`config.mk`:
```
export PLATFORM = sky130hd
export DESIGN_NAME = tea_top
export DESIGN_NICKNAME = d
export VERILOG_FILES = /design/src/core/tea_pkg.sv /design/src/core/tea_top.sv
export SDC_FILE = /design/constraint.sdc
export NUM_CORES = 1
export LEC_CHECK = 0
export ABC_AREA = 1
export BUFFER_PORTS_ARGS = -buffer_cell sky130_fd_sc_hd__buf_2
export CAP_MARGIN = 20
export CORE_MARGIN = 1.5
export CORE_UTILIZATION = 47
export CTS_BUF_LIST = sky130_fd_sc_hd__clkbuf_4 sky130_fd_sc_hd__clkbuf_8
export DETAILED_ROUTE_END_ITERATION = 10
export MAX_ROUTING_LAYER = met4
export PLACE_DENSITY = 0.84
export SLEW_MARGIN = 10
export SYNTH_ARGS = -nofsm -noshare
export SYNTH_HDL_FRONTEND = slang
export SYNTH_SLANG_ARGS = --single-unit
```
`constraint.sdc`:
```
create_clock -name CLK_I -period 1.5 [get_ports CLK_I]
set_clock_uncertainty 0.05 [all_clocks]
set_input_delay 0.15 -clock CLK_I [delete_from_list [all_inputs] [get_ports CLK_I]]
set_output_delay 0.15 -clock CLK_I [all_outputs]
set_load 0.02 [all_outputs]
```
`src/core/tea_pkg.sv`:
```
// Constants, types and carriers for the translation enable and
// acknowledge block.
// Assumes a 32-bit APB slave port and one system clock.
package tea_pkg;

	// -----------------------------------------------------------------
	// Register map (byte addresses)
	// -----------------------------------------------------------------
	localparam logic [11:0] TEA_OFF_CONTROL     = 12'h020;
	localparam logic [11:0] TEA_OFF_CONTROL_ACK = 12'h024;
	localparam logic [11:0] TEA_OFF_BYPASS      = 12'h030;

	// -----------------------------------------------------------------
	// Field positions of control, acknowledge and bypass
	// -----------------------------------------------------------------
	localparam int TEA_BIT_TRANS_EN  = 0;
	localparam int TEA_BIT_PRIQ_EN   = 1;
	localparam int TEA_BIT_EVTQ_EN   = 2;
	localparam int TEA_BIT_CMDQ_EN   = 3;
	localparam int TEA_BIT_ATS_CHECK = 4;
	localparam int TEA_VMW_LSB       = 6;
	localparam int TEA_VMW_MSB       = 8;
	localparam int TEA_BIT_BYP_ABORT = 0;

	// -----------------------------------------------------------------
	// Reset values and limits
	// -----------------------------------------------------------------
	localparam logic       TEA_RST_BIT     = 1'h0;
	localparam logic [2:0] TEA_RST_VMW     = 3'h0;
	localparam logic [2:0] TEA_VMW_MAX     = 3'h4;
	localparam logic [31:0] TEA_RST_PRDATA = 32'h0000_0000;

	// -----------------------------------------------------------------
	// Enumerations
	// -----------------------------------------------------------------
	typedef enum logic [1:0] {
		TEA_EN_OFF, TEA_EN_ON_PEND, TEA_EN_ON, TEA_EN_OFF_PEND
	} tea_en_state_t;

	typedef enum logic [2:0] {
		TEA_TXN_NORMAL, TEA_TXN_ATS_XLATED, TEA_TXN_ATS_REQ,
		TEA_TXN_PRI_REQ, TEA_TXN_INV_CPL
	} tea_txn_kind_t;

	typedef enum logic [2:0] {
		TEA_RSP_TRANSLATE, TEA_RSP_BYPASS, TEA_RSP_ABORT,
		TEA_RSP_UNSUP_REQ, TEA_RSP_DISCARD, TEA_RSP_PASS_DIRECT,
		TEA_RSP_CHECK_ENTRY, TEA_RSP_OTHER_SIDE
	} tea_txn_rsp_t;

	typedef enum logic [1:0] {
		TEA_ATC_INVALIDATE_CMD, TEA_PAGE_REQUEST_RESPONSE_CMD, TEA_CMD_PREFETCH, TEA_CMD_OTHER
	} tea_cmd_kind_t;

	// -----------------------------------------------------------------
	// Carriers
	// -----------------------------------------------------------------
	typedef struct packed {
		logic          valid;
		tea_txn_kind_t kind;
		logic          secure;
		logic          substream;
	} tea_txn_req_t;

	typedef struct packed {
		logic         valid;
		tea_txn_rsp_t resp;
	} tea_txn_out_t;

	typedef struct packed {
		logic          valid;
		tea_cmd_kind_t kind;
	} tea_cmd_req_t;

	typedef struct packed {
		logic valid;
		logic accept;
	} tea_cmd_out_t;

	typedef struct packed {
		logic       trans_en;
		logic       priq_en;
		logic       evtq_en;
		logic       cmdq_en;
		logic       ats_check;
		logic [2:0] vmid_wildcard;
	} tea_fields_t;

endpackage : tea_pkg

```
`src/core/tea_top.sv`:
```
// Translation enable, bypass gating and control acknowledge logic.
// Assumes APB master on the same clock, and that the stall, address
// translation operation and page request units report idle levels.
`timescale 1ns/1ps

// Contract
// - Off, no abort: pass untranslated with bypass
// - Off, abort set: abort matching transactions
// - Off: translation requests get unsupported status
// - Off: ignore invalidate, response, completion messages
// - Off: page request queue effectively off, discard
// - Off: translated transactions are aborted
// - Off: no stream table fetches
// - Off: no cache fills except invalidations
// - Off: no table updates, prefetch fills nothing
// - Off: no translation events, no software ops
// - Command and event queues still follow their own enables
// - Enable ack waits for setup and idle ops
// - Disable ack waits for stall abort, tags
// - Disable ack waits for software op end
// - Disable ack after page queue off, bypass
// - Each transaction sees one enable value
// - Enable change leaves caches untouched
// - Secure side traffic never affected
// - Wildcard codes zero to four, else zero
// - Wildcard only for invalidation matching
// - Check mode selects direct pass or check
// - Ack bits: command three, event two
// - Ack field follows after update completes
module tea_top (
	input  wire logic                  CLK_I,
	input  wire logic                  ARST_N_I,
	input  wire logic                  PSEL_I,
	input  wire logic                  PENABLE_I,
	input  wire logic                  PWRITE_I,
	input  wire logic [11:0]           PADDR_I,
	input  wire logic [31:0]           PWDATA_I,
	input  wire logic [3:0]            PSTRB_I,
	output      logic [31:0]           PRDATA_O,
	output      logic                  PREADY_O,
	output      logic                  PSLVERR_O,
	input  wire tea_pkg::tea_txn_req_t TXN_I,
	output      tea_pkg::tea_txn_out_t TXN_O,
	input  wire tea_pkg::tea_cmd_req_t CMD_I,
	output      tea_pkg::tea_cmd_out_t CMD_O,
	input  wire logic                  CR2_APPLIED_I,
	input  wire logic                  SOFTWARE_TRANSLATION_OP_RUN_I,
	input  wire logic                  SOFTWARE_TRANSLATION_OP_IDLE_I,
	input  wire logic                  STALL_DONE_I,
	input  wire logic                  PRIQ_IDLE_I,
	input  wire logic                  CMDQ_IDLE_I,
	input  wire logic                  EVTQ_IDLE_I,
	output      logic                  STALL_ABORT_O,
	output      logic                  SOFTWARE_TRANSLATION_OP_ABORT_O,
	output      logic                  WALK_ALLOW_O,
	output      logic                  EVENT_XLATE_EN_O,
	output      logic                  SOFTWARE_TRANSLATION_OP_ALLOW_O,
	output      logic                  PRIQ_WRITE_EN_O,
	output      logic                  CMDQ_RUN_O,
	output      logic                  EVTQ_WRITE_O,
	output      logic [2:0]            INV_VMID_IGNORE_O
);
	import tea_pkg::*;

	// -----------------------------------------------------------------
	// State
	// -----------------------------------------------------------------
	typedef struct packed {
		tea_fields_t   ctrl;
		tea_fields_t   ack;
		logic          byp_abort;
		tea_en_state_t en_st;
		logic          en_eff;
		logic          stall_abort;
		logic          software_translation_op_abort;
		logic          priq_wr;
		logic [2:0]    inv_ignore;
		logic [31:0]   prdata;
		logic          pready;
		logic          pslverr;
		tea_txn_out_t  txn;
		tea_cmd_out_t  cmd;
	} tea_state_t;

	localparam tea_fields_t TEA_RST_FIELDS = '{
		trans_en: TEA_RST_BIT, priq_en: TEA_RST_BIT,
		evtq_en: TEA_RST_BIT, cmdq_en: TEA_RST_BIT,
		ats_check: TEA_RST_BIT, vmid_wildcard: TEA_RST_VMW};

	tea_state_t s;
	tea_state_t next_s;

	// Register image of a field set; bit 5 and bits 31:9 stay zero
	function automatic logic [31:0] tea_pack(input tea_fields_t f);
		logic [31:0] w;
		w = 32'h0000_0000;
		w[TEA_BIT_TRANS_EN]         = f.trans_en;
		w[TEA_BIT_PRIQ_EN]          = f.priq_en;
		w[TEA_BIT_EVTQ_EN]          = f.evtq_en;
		w[TEA_BIT_CMDQ_EN]          = f.cmdq_en;
		w[TEA_BIT_ATS_CHECK]        = f.ats_check;
		w[TEA_VMW_MSB:TEA_VMW_LSB]  = f.vmid_wildcard;
		return w;
	endfunction : tea_pack

	logic apb_setup;
	logic apb_write;

	assign apb_setup = PSEL_I && !PENABLE_I;
	assign apb_write = PSEL_I && PENABLE_I && PWRITE_I && s.pready;

	always_comb begin
		next_s = s;
		next_s.txn.valid = 1'h0;
		next_s.cmd.valid = 1'h0;

		// -------------------------------------------------------------
		// APB: read data and error prepared in setup, zero wait access
		// -------------------------------------------------------------
		if (apb_setup) begin
			next_s.pready  = 1'h1;
			next_s.pslverr = 1'h0;
			case (PADDR_I)
				TEA_OFF_CONTROL: begin
					next_s.prdata = tea_pack(s.ctrl);
				end
				TEA_OFF_CONTROL_ACK: begin
					next_s.prdata = tea_pack(s.ack);
				end
				TEA_OFF_BYPASS: begin
					next_s.prdata = {31'h0000_0000, s.byp_abort};
				end
				default: begin
					next_s.prdata  = TEA_RST_PRDATA;
					next_s.pslverr = 1'h1;
				end
			endcase
		end
		if (apb_write) begin
			case (PADDR_I)
				TEA_OFF_CONTROL: begin
					if (PSTRB_I[0]) begin
						next_s.ctrl.trans_en  = PWDATA_I[TEA_BIT_TRANS_EN];
						next_s.ctrl.priq_en   = PWDATA_I[TEA_BIT_PRIQ_EN];
						next_s.ctrl.evtq_en   = PWDATA_I[TEA_BIT_EVTQ_EN];
						next_s.ctrl.cmdq_en   = PWDATA_I[TEA_BIT_CMDQ_EN];
						next_s.ctrl.ats_check = PWDATA_I[TEA_BIT_ATS_CHECK];
						next_s.ctrl.vmid_wildcard[1:0]  = PWDATA_I[7:6];
					end
					if (PSTRB_I[1]) begin
						next_s.ctrl.vmid_wildcard[2] = PWDATA_I[TEA_VMW_MSB];
					end
				end
				TEA_OFF_BYPASS: begin
					if (PSTRB_I[0]) begin
						next_s.byp_abort = PWDATA_I[TEA_BIT_BYP_ABORT];
					end
				end
				default: begin
					// Acknowledge is read only; writes leave it alone
				end
			endcase
		end

		// -------------------------------------------------------------
		// Translation enable update sequence
		// -------------------------------------------------------------
		// Caches are left as they are across either direction
		case (s.en_st)
			TEA_EN_OFF: begin
				if (s.ctrl.trans_en) begin
					next_s.en_st = TEA_EN_ON_PEND;
				end
			end
			TEA_EN_ON_PEND: begin
				if (!s.ctrl.trans_en) begin
					next_s.en_st = TEA_EN_OFF;
				end else if (CR2_APPLIED_I && !SOFTWARE_TRANSLATION_OP_RUN_I) begin
					next_s.en_eff       = 1'h1;
					next_s.ack.trans_en = 1'h1;
					next_s.en_st        = TEA_EN_ON;
				end
			end
			TEA_EN_ON: begin
				if (!s.ctrl.trans_en) begin
					// New traffic bypasses from here; stalls cannot start
					next_s.en_eff      = 1'h0;
					next_s.stall_abort = 1'h1;
					next_s.software_translation_op_abort  = 1'h1;
					next_s.en_st       = TEA_EN_OFF_PEND;
				end
			end
			TEA_EN_OFF_PEND: begin
				// A rewrite to one mid-sequence is ignored; this completes
				if (STALL_DONE_I && SOFTWARE_TRANSLATION_OP_IDLE_I && PRIQ_IDLE_I &&
				    !s.priq_wr) begin
					next_s.stall_abort  = 1'h0;
					next_s.software_translation_op_abort   = 1'h0;
					next_s.ack.trans_en = 1'h0;
					next_s.en_st        = TEA_EN_OFF;
				end
			end
			default: begin
				next_s.en_st = TEA_EN_OFF;
			end
		endcase
		next_s.priq_wr = s.ctrl.priq_en && next_s.en_eff;

		// -------------------------------------------------------------
		// Other fields: ack follows once side effects are done
		// -------------------------------------------------------------
		// Page request ack shows the written value, not the effective one
		if (s.ctrl.priq_en || PRIQ_IDLE_I) begin
			next_s.ack.priq_en = s.ctrl.priq_en;
		end
		if (s.ctrl.cmdq_en || CMDQ_IDLE_I) begin
			next_s.ack.cmdq_en = s.ctrl.cmdq_en;
		end
		if (s.ctrl.evtq_en || EVTQ_IDLE_I) begin
			next_s.ack.evtq_en = s.ctrl.evtq_en;
		end
		next_s.ack.ats_check = s.ctrl.ats_check;
		next_s.ack.vmid_wildcard       = s.ctrl.vmid_wildcard;
		// Reserved wildcard codes fall back to exact match
		if (s.ack.vmid_wildcard <= TEA_VMW_MAX) begin
			next_s.inv_ignore = s.ack.vmid_wildcard;
		end else begin
			next_s.inv_ignore = TEA_RST_VMW;
		end

		// -------------------------------------------------------------
		// Transaction decisions, one enable value per transaction
		// -------------------------------------------------------------
		if (TXN_I.valid) begin
			next_s.txn.valid = 1'h1;
			if (TXN_I.secure) begin
				next_s.txn.resp = TEA_RSP_OTHER_SIDE;
			end else if (!s.en_eff) begin
				case (TXN_I.kind)
					TEA_TXN_ATS_REQ: begin
						next_s.txn.resp = TEA_RSP_UNSUP_REQ;
					end
					TEA_TXN_ATS_XLATED: begin
						next_s.txn.resp = TEA_RSP_ABORT;
					end
					TEA_TXN_PRI_REQ, TEA_TXN_INV_CPL: begin
						next_s.txn.resp = TEA_RSP_DISCARD;
					end
					default: begin
						// Substream traffic bypasses or aborts the same way, as byp_abort selects
						next_s.txn.resp = s.byp_abort ? TEA_RSP_ABORT :
						                  TEA_RSP_BYPASS;
					end
				endcase
			end else begin
				case (TXN_I.kind)
					TEA_TXN_ATS_XLATED: begin
						next_s.txn.resp = s.ack.ats_check ?
						    TEA_RSP_CHECK_ENTRY : TEA_RSP_PASS_DIRECT;
					end
					TEA_TXN_PRI_REQ: begin
						next_s.txn.resp = s.priq_wr ? TEA_RSP_TRANSLATE :
						                  TEA_RSP_DISCARD;
					end
					default: begin
						next_s.txn.resp = TEA_RSP_TRANSLATE;
					end
				endcase
			end
		end

		// -------------------------------------------------------------
		// Commands: interface-side commands dropped while off
		// -------------------------------------------------------------
		if (CMD_I.valid) begin
			next_s.cmd.valid  = 1'h1;
			next_s.cmd.accept = s.en_eff ||
			                    (CMD_I.kind == TEA_CMD_OTHER);
		end
	end

	always_ff @(posedge CLK_I or negedge ARST_N_I) begin
		if (!ARST_N_I) begin
			s.ctrl        <= TEA_RST_FIELDS;
			s.ack         <= TEA_RST_FIELDS;
			s.byp_abort   <= TEA_RST_BIT;
			s.en_st       <= TEA_EN_OFF;
			s.en_eff      <= TEA_RST_BIT;
			s.stall_abort <= TEA_RST_BIT;
			s.software_translation_op_abort  <= TEA_RST_BIT;
			s.priq_wr     <= TEA_RST_BIT;
			s.inv_ignore  <= TEA_RST_VMW;
			s.prdata      <= TEA_RST_PRDATA;
			s.pready      <= 1'h1;
			s.pslverr     <= TEA_RST_BIT;
			s.txn         <= '{valid: 1'h0, resp: TEA_RSP_BYPASS};
			s.cmd         <= '{valid: 1'h0, accept: 1'h0};
		end else begin
			s <= next_s;
		end
	end

	// -----------------------------------------------------------------
	// Outputs
	// -----------------------------------------------------------------
	assign PRDATA_O          = s.prdata;
	assign PREADY_O          = s.pready;
	assign PSLVERR_O         = s.pslverr;
	assign TXN_O             = s.txn;
	assign CMD_O             = s.cmd;
	assign STALL_ABORT_O     = s.stall_abort;
	assign SOFTWARE_TRANSLATION_OP_ABORT_O      = s.software_translation_op_abort;
	// Table walks, fills, updates and prefetch all gate on this
	assign WALK_ALLOW_O      = s.en_eff;
	assign EVENT_XLATE_EN_O  = s.en_eff;
	assign SOFTWARE_TRANSLATION_OP_ALLOW_O      = s.en_eff;
	assign PRIQ_WRITE_EN_O   = s.priq_wr;
	assign CMDQ_RUN_O        = s.ack.cmdq_en;
	assign EVTQ_WRITE_O      = s.ack.evtq_en;
	// Lookup compares never see this mask, only invalidation does
	assign INV_VMID_IGNORE_O = s.inv_ignore;
endmodule : tea_top

```
==> results of run 1 <==
flip-flops by register name (all words and copies together) (netlist names):
register           count
EVTQ_WRITE_O           1
EVENT_XLATE_EN_O       1
CMD_O                  2
STALL_ABORT_O          1
PRDATA_O               8
PSLVERR_O              1
next_s                 4
PRIQ_WRITE_EN_O        1
TXN_O                  4
s                     13
CMDQ_RUN_O             1
INV_VMID_IGNORE_O      3
worst max-delay path, cell delays in order, from the launching register on:
cell,delay (ns)
dfrtp_1,0.42
inv_2,0.10
ha_4,0.15
nand4_1,0.15
or2_2,0.34
a21oi_1,0.13
kinds of logic (layout without fill, tap and decap cells):
| kind of cell | count (synthesis) | after routing |
|---|---|---|
| flip-flops | 40 | 40 |
| AND/OR/NAND/NOR | 120 | 120 |
| buffers and inverters | 79 | 114 |
| adder cells (fa/ha/maj) | 5 | 5 |
| AO/OA/AOI/OAI | 34 | 34 |
| other | 2 | 25 |
per-layer routing:
| layer | global-route usage, % | part of all wire, % |
|---|---|---|
| met4 | 7.97 | 2.2 |
| met3 | 3.87 | 5.2 |
| met5 | - | 0 |
| met2 | 28.1 | 48 |
| met1 | 22.4 | 44 |
power by group through the flow:
stage	registers, uW	clock network, uW	logic (uW)
floorplan	1270	0	524
global placement	1240	0	658
detailed placement	1240	0	672
CTS	1220	774	684
global route	1240	824	794
finish	1230	760	703
metrics by stage:
stage	hold slack (ns)	std cells
floorplan	-0.196	303
global placement	0.0917	393
detailed placement	0.0987	393
CTS	0.00240	404
global route	0.00792	405
finish	-0.000293	405
layout by cell type (no fill, tap or decap), types with 4 or more instances in the layout:
cell type,instances
nor2_2,5
nand2_1,60
nand3_1,18
clkbuf_8,6
ha_1,4
conb_1,25
o21ai_0,16
buf_2,67
inv_1,29
o21ai_1,4
nand4_1,5
a21oi_1,4
nor2_1,18
dfrtp_1,38
nand2_2,6
cell usage after synthesis (all sizes together):
library cell	instances
o21a	1
o211ai	2
clkinv	1
nand3b	1
ha	5
a31oi	3
conb	2
dfstp	1
o21ai	23
nand4	5
nor3	1
buf	47
a21o	1
or2	2
a21oi	4
dfrtp	39
nand2	66
inv	31
nor2	26
nand3	19
cell type report:
type | count | area share [%]
clock buffers | 8 | 3.71
well taps | 67 | 3.19
multi-input cells | 184 | 34.8
flip-flops and latches | 40 | 38.2
repair buffers | 74 | 15.5
inverters | 32 | 4.57
worst max path at each step:
stage / to / cells after the start / start / slack (ns)
after global placement: PRIQ_WRITE_EN_O / 5 / s[48] / 0.07
final: PRIQ_WRITE_EN_O / 5 / s[48] / 0.1
after global routing: PRIQ_WRITE_EN_O / 5 / s[48] / 0.02
after detailed placement: PRIQ_WRITE_EN_O / 5 / s[48] / 0.007
after floorplan: PRIQ_WRITE_EN_O / 5 / s[48] / 0.14
after CTS: PRIQ_WRITE_EN_O / 5 / s[48] / 0.002
repair_timing:
action / in CTS / in global routing
hold buffers: 3 / 0
endpoints found under the hold margin: 20 / 0
gates resized for setup: 1 / 3
buffers inserted: 0 / 1
pin swaps: 0 / 1
endpoints found under the setup margin: 1 / 4
==> flow_summary.json, run 1 <==
{
  "final_util_pct": 55.7,
  "reg2reg_depth": 5,
  "rsz0062_at_grt": "no",
  "setup_viol": 0,
  "die_width_microns": 73.0,
  "fin_crit_ns": 1.40,
  "grt_max_degree": 22,
  "clockRootBuffer": "clkbuf_8",
  "clk_latency_ns": 0.29,
  "clockPowerShare_pct": 28.2,
  "via_per_inst": 4.58,
  "syn_avg_cell_area_sq_um": 8.21,
  "hold_start": "CMDQ_IDLE_I",
  "finalNetCount": 411,
  "synth_top_cell_area_share_pct": 42.4,
  "slew_headroom_pct": 66.2,
  "io_pins": 120,
  "tightest_slew_ns": 0.506,
  "min_path_cells": 2,
  "synth-adder-area-share_pct": 2.72,
  "timing.hold.ws_ns": -0.000293,
  "cp-start-kind": "flop",
  "cts_tree": "built",
  "vias": 1855,
  "syn_area_sq_mm": 0.00230,
  "wl_per_cell_microns": 10.7,
  "period_share_pct": 93.6,
  "rrSetupSlack_ns": 0.1,
  "swShare_pct": 32.1,
  "portBuffers": 67,
  "overflow": 0,
  "multi_input_area_sq_um": 916,
  "drcViolationCount": 0,
  "synthSimpleGateAreaFrac_pct": 24.0,
  "finalHoldViolCount": 1,
  "status": "finished, violations left",
  "drtIter0Drc": 109,
  "detail_route.wirelength_microns": 4320,
  "synth_top_family_by_area": "simple AND/OR/NAND/NOR gates",
  "sequentialPowerShare_pct": 45.7,
  "drv_slew": 0,
  "htree_levels": 2,
  "synthDistinctLibCells": 28,
  "cts_sinks": 40,
  "drive_gt1_share_pct": 30.8,
  "drtAntennaViolNets": 0,
  "yosysTopAreaCell": "dfrtp_1",
  "holdPathEnd": "CMDQ_RUN_O",
  "setup_tns_ns": 0,
  "fill_cells": 442,
  "cp.required_ns": 1.66,
  "power_uw": 2690,
  "maxCapViolations": 0,
  "r2r_end": "PRIQ_WRITE_EN_O",
  "synth_mux_area_share_pct": 0,
  "crit_arrival_ns": 1.57,
  "placed_area_sq_mm": 0.00248,
  "yosys-top-cells-area": "dfrtp_1, buf_4, nand2_1",
  "power_leakage_uw": 0.00141,
  "antenna_found_initial": 0,
  "grt_pass1_wl_microns": 7100,
  "worstSetupPathType": "reg2reg",
  "crit_path_end_kind": "flop",
  "grt_pass1_vias": 1628,
  "rows": 25,
  "intPower_uw": 1830,
  "ys_seq_area_share_pct": 43.6,
  "place_hpwl_microns": 3420,
  "dieHeight_microns": 73.0,
  "max_freq_ghz": 0.712,
  "layout_setup_ws_ns": 0.0956,
  "yosys_warnings": 0,
  "synth_compound_area_share_pct": 8.49,
  "numCtsBuffers": 5,
  "hold_path.class": "in2reg",
  "ff_latch_area_sq_mm": 0.00100,
  "firstDrtPassIters": 4,
  "coreArea_sq_mm": 0.00472,
  "p_switching_uw": 865,
  "start_util_pct": 48.7,
  "syn_to_final_growth_pct": 14.3,
  "gp_congestion": 0.860,
  "pwr-share-comb_pct": 26.1,
  "netlist_instances": 280,
  "reg2reg_from": "s[48]",
  "p_per_area_mw_per_mm2": 1020,
  "synth-seq-cells": 40,
  "violations": "hold timing",
  "clockBufferDepth": 2,
  "clk_pin_slew_ns": 0.07,
  "die-area_sq_mm": 0.00532,
  "fin_area_sq_mm": 0.00263,
  "antennaDiodeCount": 0,
  "synth_xor_area_share_pct": 0,
  "track_usage_pct": 18.0,
  "dp_slack_ns": 0.00693,
  "worst_ir_drop_vdd_mv": 0.521,
  "cp_max_fo": 4
}
(Power assumes the default switching activity.)
==> inputs of run 2 (changes only) <==
--- a/config.mk
+++ b/config.mk
@@ -5,15 +5,16 @@
 export SDC_FILE = /design/constraint.sdc
 export NUM_CORES = 1
 export LEC_CHECK = 0
-export ABC_AREA = 1
+export ABC_AREA = 0
 export BUFFER_PORTS_ARGS = -buffer_cell sky130_fd_sc_hd__buf_2
 export CAP_MARGIN = 20
 export CORE_MARGIN = 1.5
-export CORE_UTILIZATION = 47
+export CORE_UTILIZATION = 46
 export CTS_BUF_LIST = sky130_fd_sc_hd__clkbuf_4 sky130_fd_sc_hd__clkbuf_8
 export DETAILED_ROUTE_END_ITERATION = 10
 export MAX_ROUTING_LAYER = met4
-export PLACE_DENSITY = 0.84
+export PLACE_DENSITY = 0.79
+export SETUP_SLACK_MARGIN = 0.02
 export SLEW_MARGIN = 10
 export SYNTH_ARGS = -nofsm -noshare
 export SYNTH_HDL_FRONTEND = slang
==> run 2 against run 1 <==
Compared with the run above: the flow finishes with violations (setup timing); clock power decreased by 1%; highest routed layer unchanged; sequential cell count unchanged; via count decreased by 12%.
==> flow_summary.json, run 2 <==
{
  "maxCapViolations": 0,
  "syn_avg_cell_area_sq_um": 10.4,
  "yosys_warnings": 0,
  "synth_edf_count": 0,
  "yosys-top-cells-area": "dfrtp_1, buf_4, mux2_2",
  "numCtsBuffers": 5,
  "fin_crit_ns": 1.58,
  "portBuffers": 67,
  "synth_top_cell_area_share_pct": 44.6,
  "grt_pass1_vias": 1489,
  "violations": "setup timing",
  "drtIter0Drc": 50,
  "syn_area_sq_mm": 0.00219,
  "ff_latch_area_sq_mm": 0.00100,
  "place_hpwl_microns": 3330,
  "intPower_uw": 1780,
  "clk_latency_ns": 0.29,
  "clockBufferDepth": 2,
  "overflow": 0,
  "track_usage_pct": 17.7,
  "cts_tree": "built",
  "fin_area_sq_mm": 0.00259,
  "die_width_microns": 71.9,
  "dieHeight_microns": 71.9,
  "synthFlopType": "dfrtp_1",
  "synthDistinctLibCells": 35,
  "htree_levels": 2,
  "top_register": "s",
  "syn_to_final_growth_pct": 18.6,
  "cp-start-kind": "flop",
  "yosysTopAreaCell": "dfrtp_1",
  "r2r_end": "s[47]",
  "cp_max_fo": 4,
  "layout_setup_ws_ns": -0.0802,
  "die-area_sq_mm": 0.00517,
  "coreArea_sq_mm": 0.00447,
  "wl_per_cell_microns": 13.5,
  "synth-seq-cells": 40,
  "drive_gt1_share_pct": 39.5,
  "final_common_cell": "buf_2",
  "swShare_pct": 28.7,
  "clockRootBuffer": "clkbuf_8",
  "io_pins": 120,
  "rows": 24,
  "antennaDiodeCount": 0,
  "finalHoldViolCount": 0,
  "netlist_instances": 211,
  "min_path_cells": 2,
  "period_share_pct": 105,
  "vias": 1635,
  "holdPathEnd": "s[63]",
  "final_cell_mix": "buf_2, dfrtp_1, conb_1",
  "crit_path_end_kind": "flop",
  "grt_pass1_wl_microns": 6760,
  "largest_register_ffs": 13,
  "power_leakage_uw": 0.00141,
  "ys_seq_area_share_pct": 45.9,
  "p_switching_uw": 715,
  "drcViolationCount": 0,
  "clockPowerShare_pct": 30.2,
  "sequentialPowerShare_pct": 46.7,
  "max_freq_ghz": 0.633,
  "cp.required_ns": 1.62,
  "pwr-share-comb_pct": 23.2,
  "start_util_pct": 48.9,
  "grt_max_degree": 22,
  "rsz0062_at_grt": "yes",
  "yosysMostFrequentCell": "buf_4",
  "hold_path.class": "in2reg",
  "reg2reg_from": "s[47]",
  "hold_start": "PWDATA_I[2]",
  "fin_cells": 328,
  "finalNetCount": 349,
  "drv_slew": 0,
  "fill_cells": 399,
  "p_per_area_mw_per_mm2": 961,
  "firstDrtPassIters": 4,
  "ys_top_cells_by_count": "buf_4, dfrtp_1, nand2_1, o21ai_0, mux2_2",
  "setup_viol": 2,
  "worst_ir_drop_vdd_mv": 0.491,
  "multi_input_area_sq_um": 921,
  "gp_congestion": 0.792,
  "reg2reg_depth": 5,
  "status": "finished, violations left",
  "post-place-cells": 315,
  "cts_sinks": 40,
  "timing.hold.ws_ns": 0.0465,
  "synth-async-reset-ratio_pct": 100,
  "power_uw": 2490,
  "detail_route.wirelength_microns": 4440,
  "antenna_found_initial": 0,
  "via_per_inst": 4.98,
  "clk_pin_slew_ns": 0.07,
  "crit_arrival_ns": 1.70,
  "placed_area_sq_mm": 0.00242,
  "worstSetupPathType": "reg2reg",
  "drtAntennaViolNets": 0,
  "rrSetupSlack_ns": -0.08
}
-- run 2: changes by cell type in the layout (fill, tap and decap cells not counted), sizes merged, moves of 8 or more --
cell	delta
nand2	-52
inv	-22
nor2	-20
nand3	-16
mux2	+11
mux2i	+9
o21ai	-9
buf	+8
-- run 2: metal layers --
layer / track usage [%] / vias to the layer above / part of all wire, %
met5: - / - / 0
met4: 7.76 / 0 / 1.9
met3: 3.19 / 9 / 5.0
met2: 29.8 / 69 / 51
met1: 20.9 / 780 / 42
li1: - / 777 / -
-- run 2: repair_timing --
item,4_1_cts,5_1_grt
hold buffers,3,0
setup buffers,1,1
resized for setup,2,5
gates cloned,0,0
endpoints found under the setup margin,3,4
pin swaps,1,4
endpoints found under the hold margin,21,0
-- run 2: logic make-up (layout without fill, tap and decap cells) --
| group | after synthesis | count (layout) | synth area share (%) |
|---|---|---|---|
| flops | 40 | 40 | 45.9 |
| simple gates | 49 | 49 | 13.2 |
| buf+inv | 57 | 99 | 17.6 |
| fa+ha+maj | 5 | 5 | 2.86 |
| mux | 20 | 20 | 9.79 |
| other cells | 2 | 25 | 0.344 |
| compound gates | 38 | 38 | 10.4 |
-- run 2: worst max-delay path: stages, from the launching register on --
cell and delay, ns:
dfrtp_2 0.42, inv_2 0.07, ha_2 0.19, a21o_1 0.15
a221o_1 0.32, mux2_2 0.28
-- run 2: per-stage QoR --
step	setup slack [ns]	setup TNS, ns	util (%)
global placement	-0.172	-1.82	54.2
finish	-0.0802	-0.160	57.9
global route	-0.126	-0.277	57.9
CTS	-0.0750	-0.150	57.4
floorplan	-0.0112	-0.0225	-
detailed placement	-0.194	-2.15	54.2
-- run 2: how the worst max path moves through the flow --
stage	slack, ns	end	startpoint
after global placement	-0.17	next_s[50]	PADDR_I[7]
after global routing	-0.13	s[47]	s[47]
after floorplan	-0.01	s[47]	s[47]
after CTS	-0.08	s[48]	s[47]
final	-0.08	s[47]	s[47]
after detailed placement	-0.19	next_s[51]	PADDR_I[7]
-- run 2: power by group through the flow --
stage	clock [uW]	combinational [uW]	sequential [uW]
final	751	577	1160
after global routing	814	635	1170
after CTS	774	548	1150
after detailed placement	0	507	1180
after global placement	0	494	1170
after floorplan	0	368	1180
-- run 2: final cells by class --
class	instances	area share [%]
Clock buffer	7	3.47
Clock inverter	1	0.290
Inverter	9	1.30
Multi-Input combinational cell	137	35.5
Sequential cell	40	38.7
Tap cell	52	2.51
Timing Repair Buffer	82	18.2
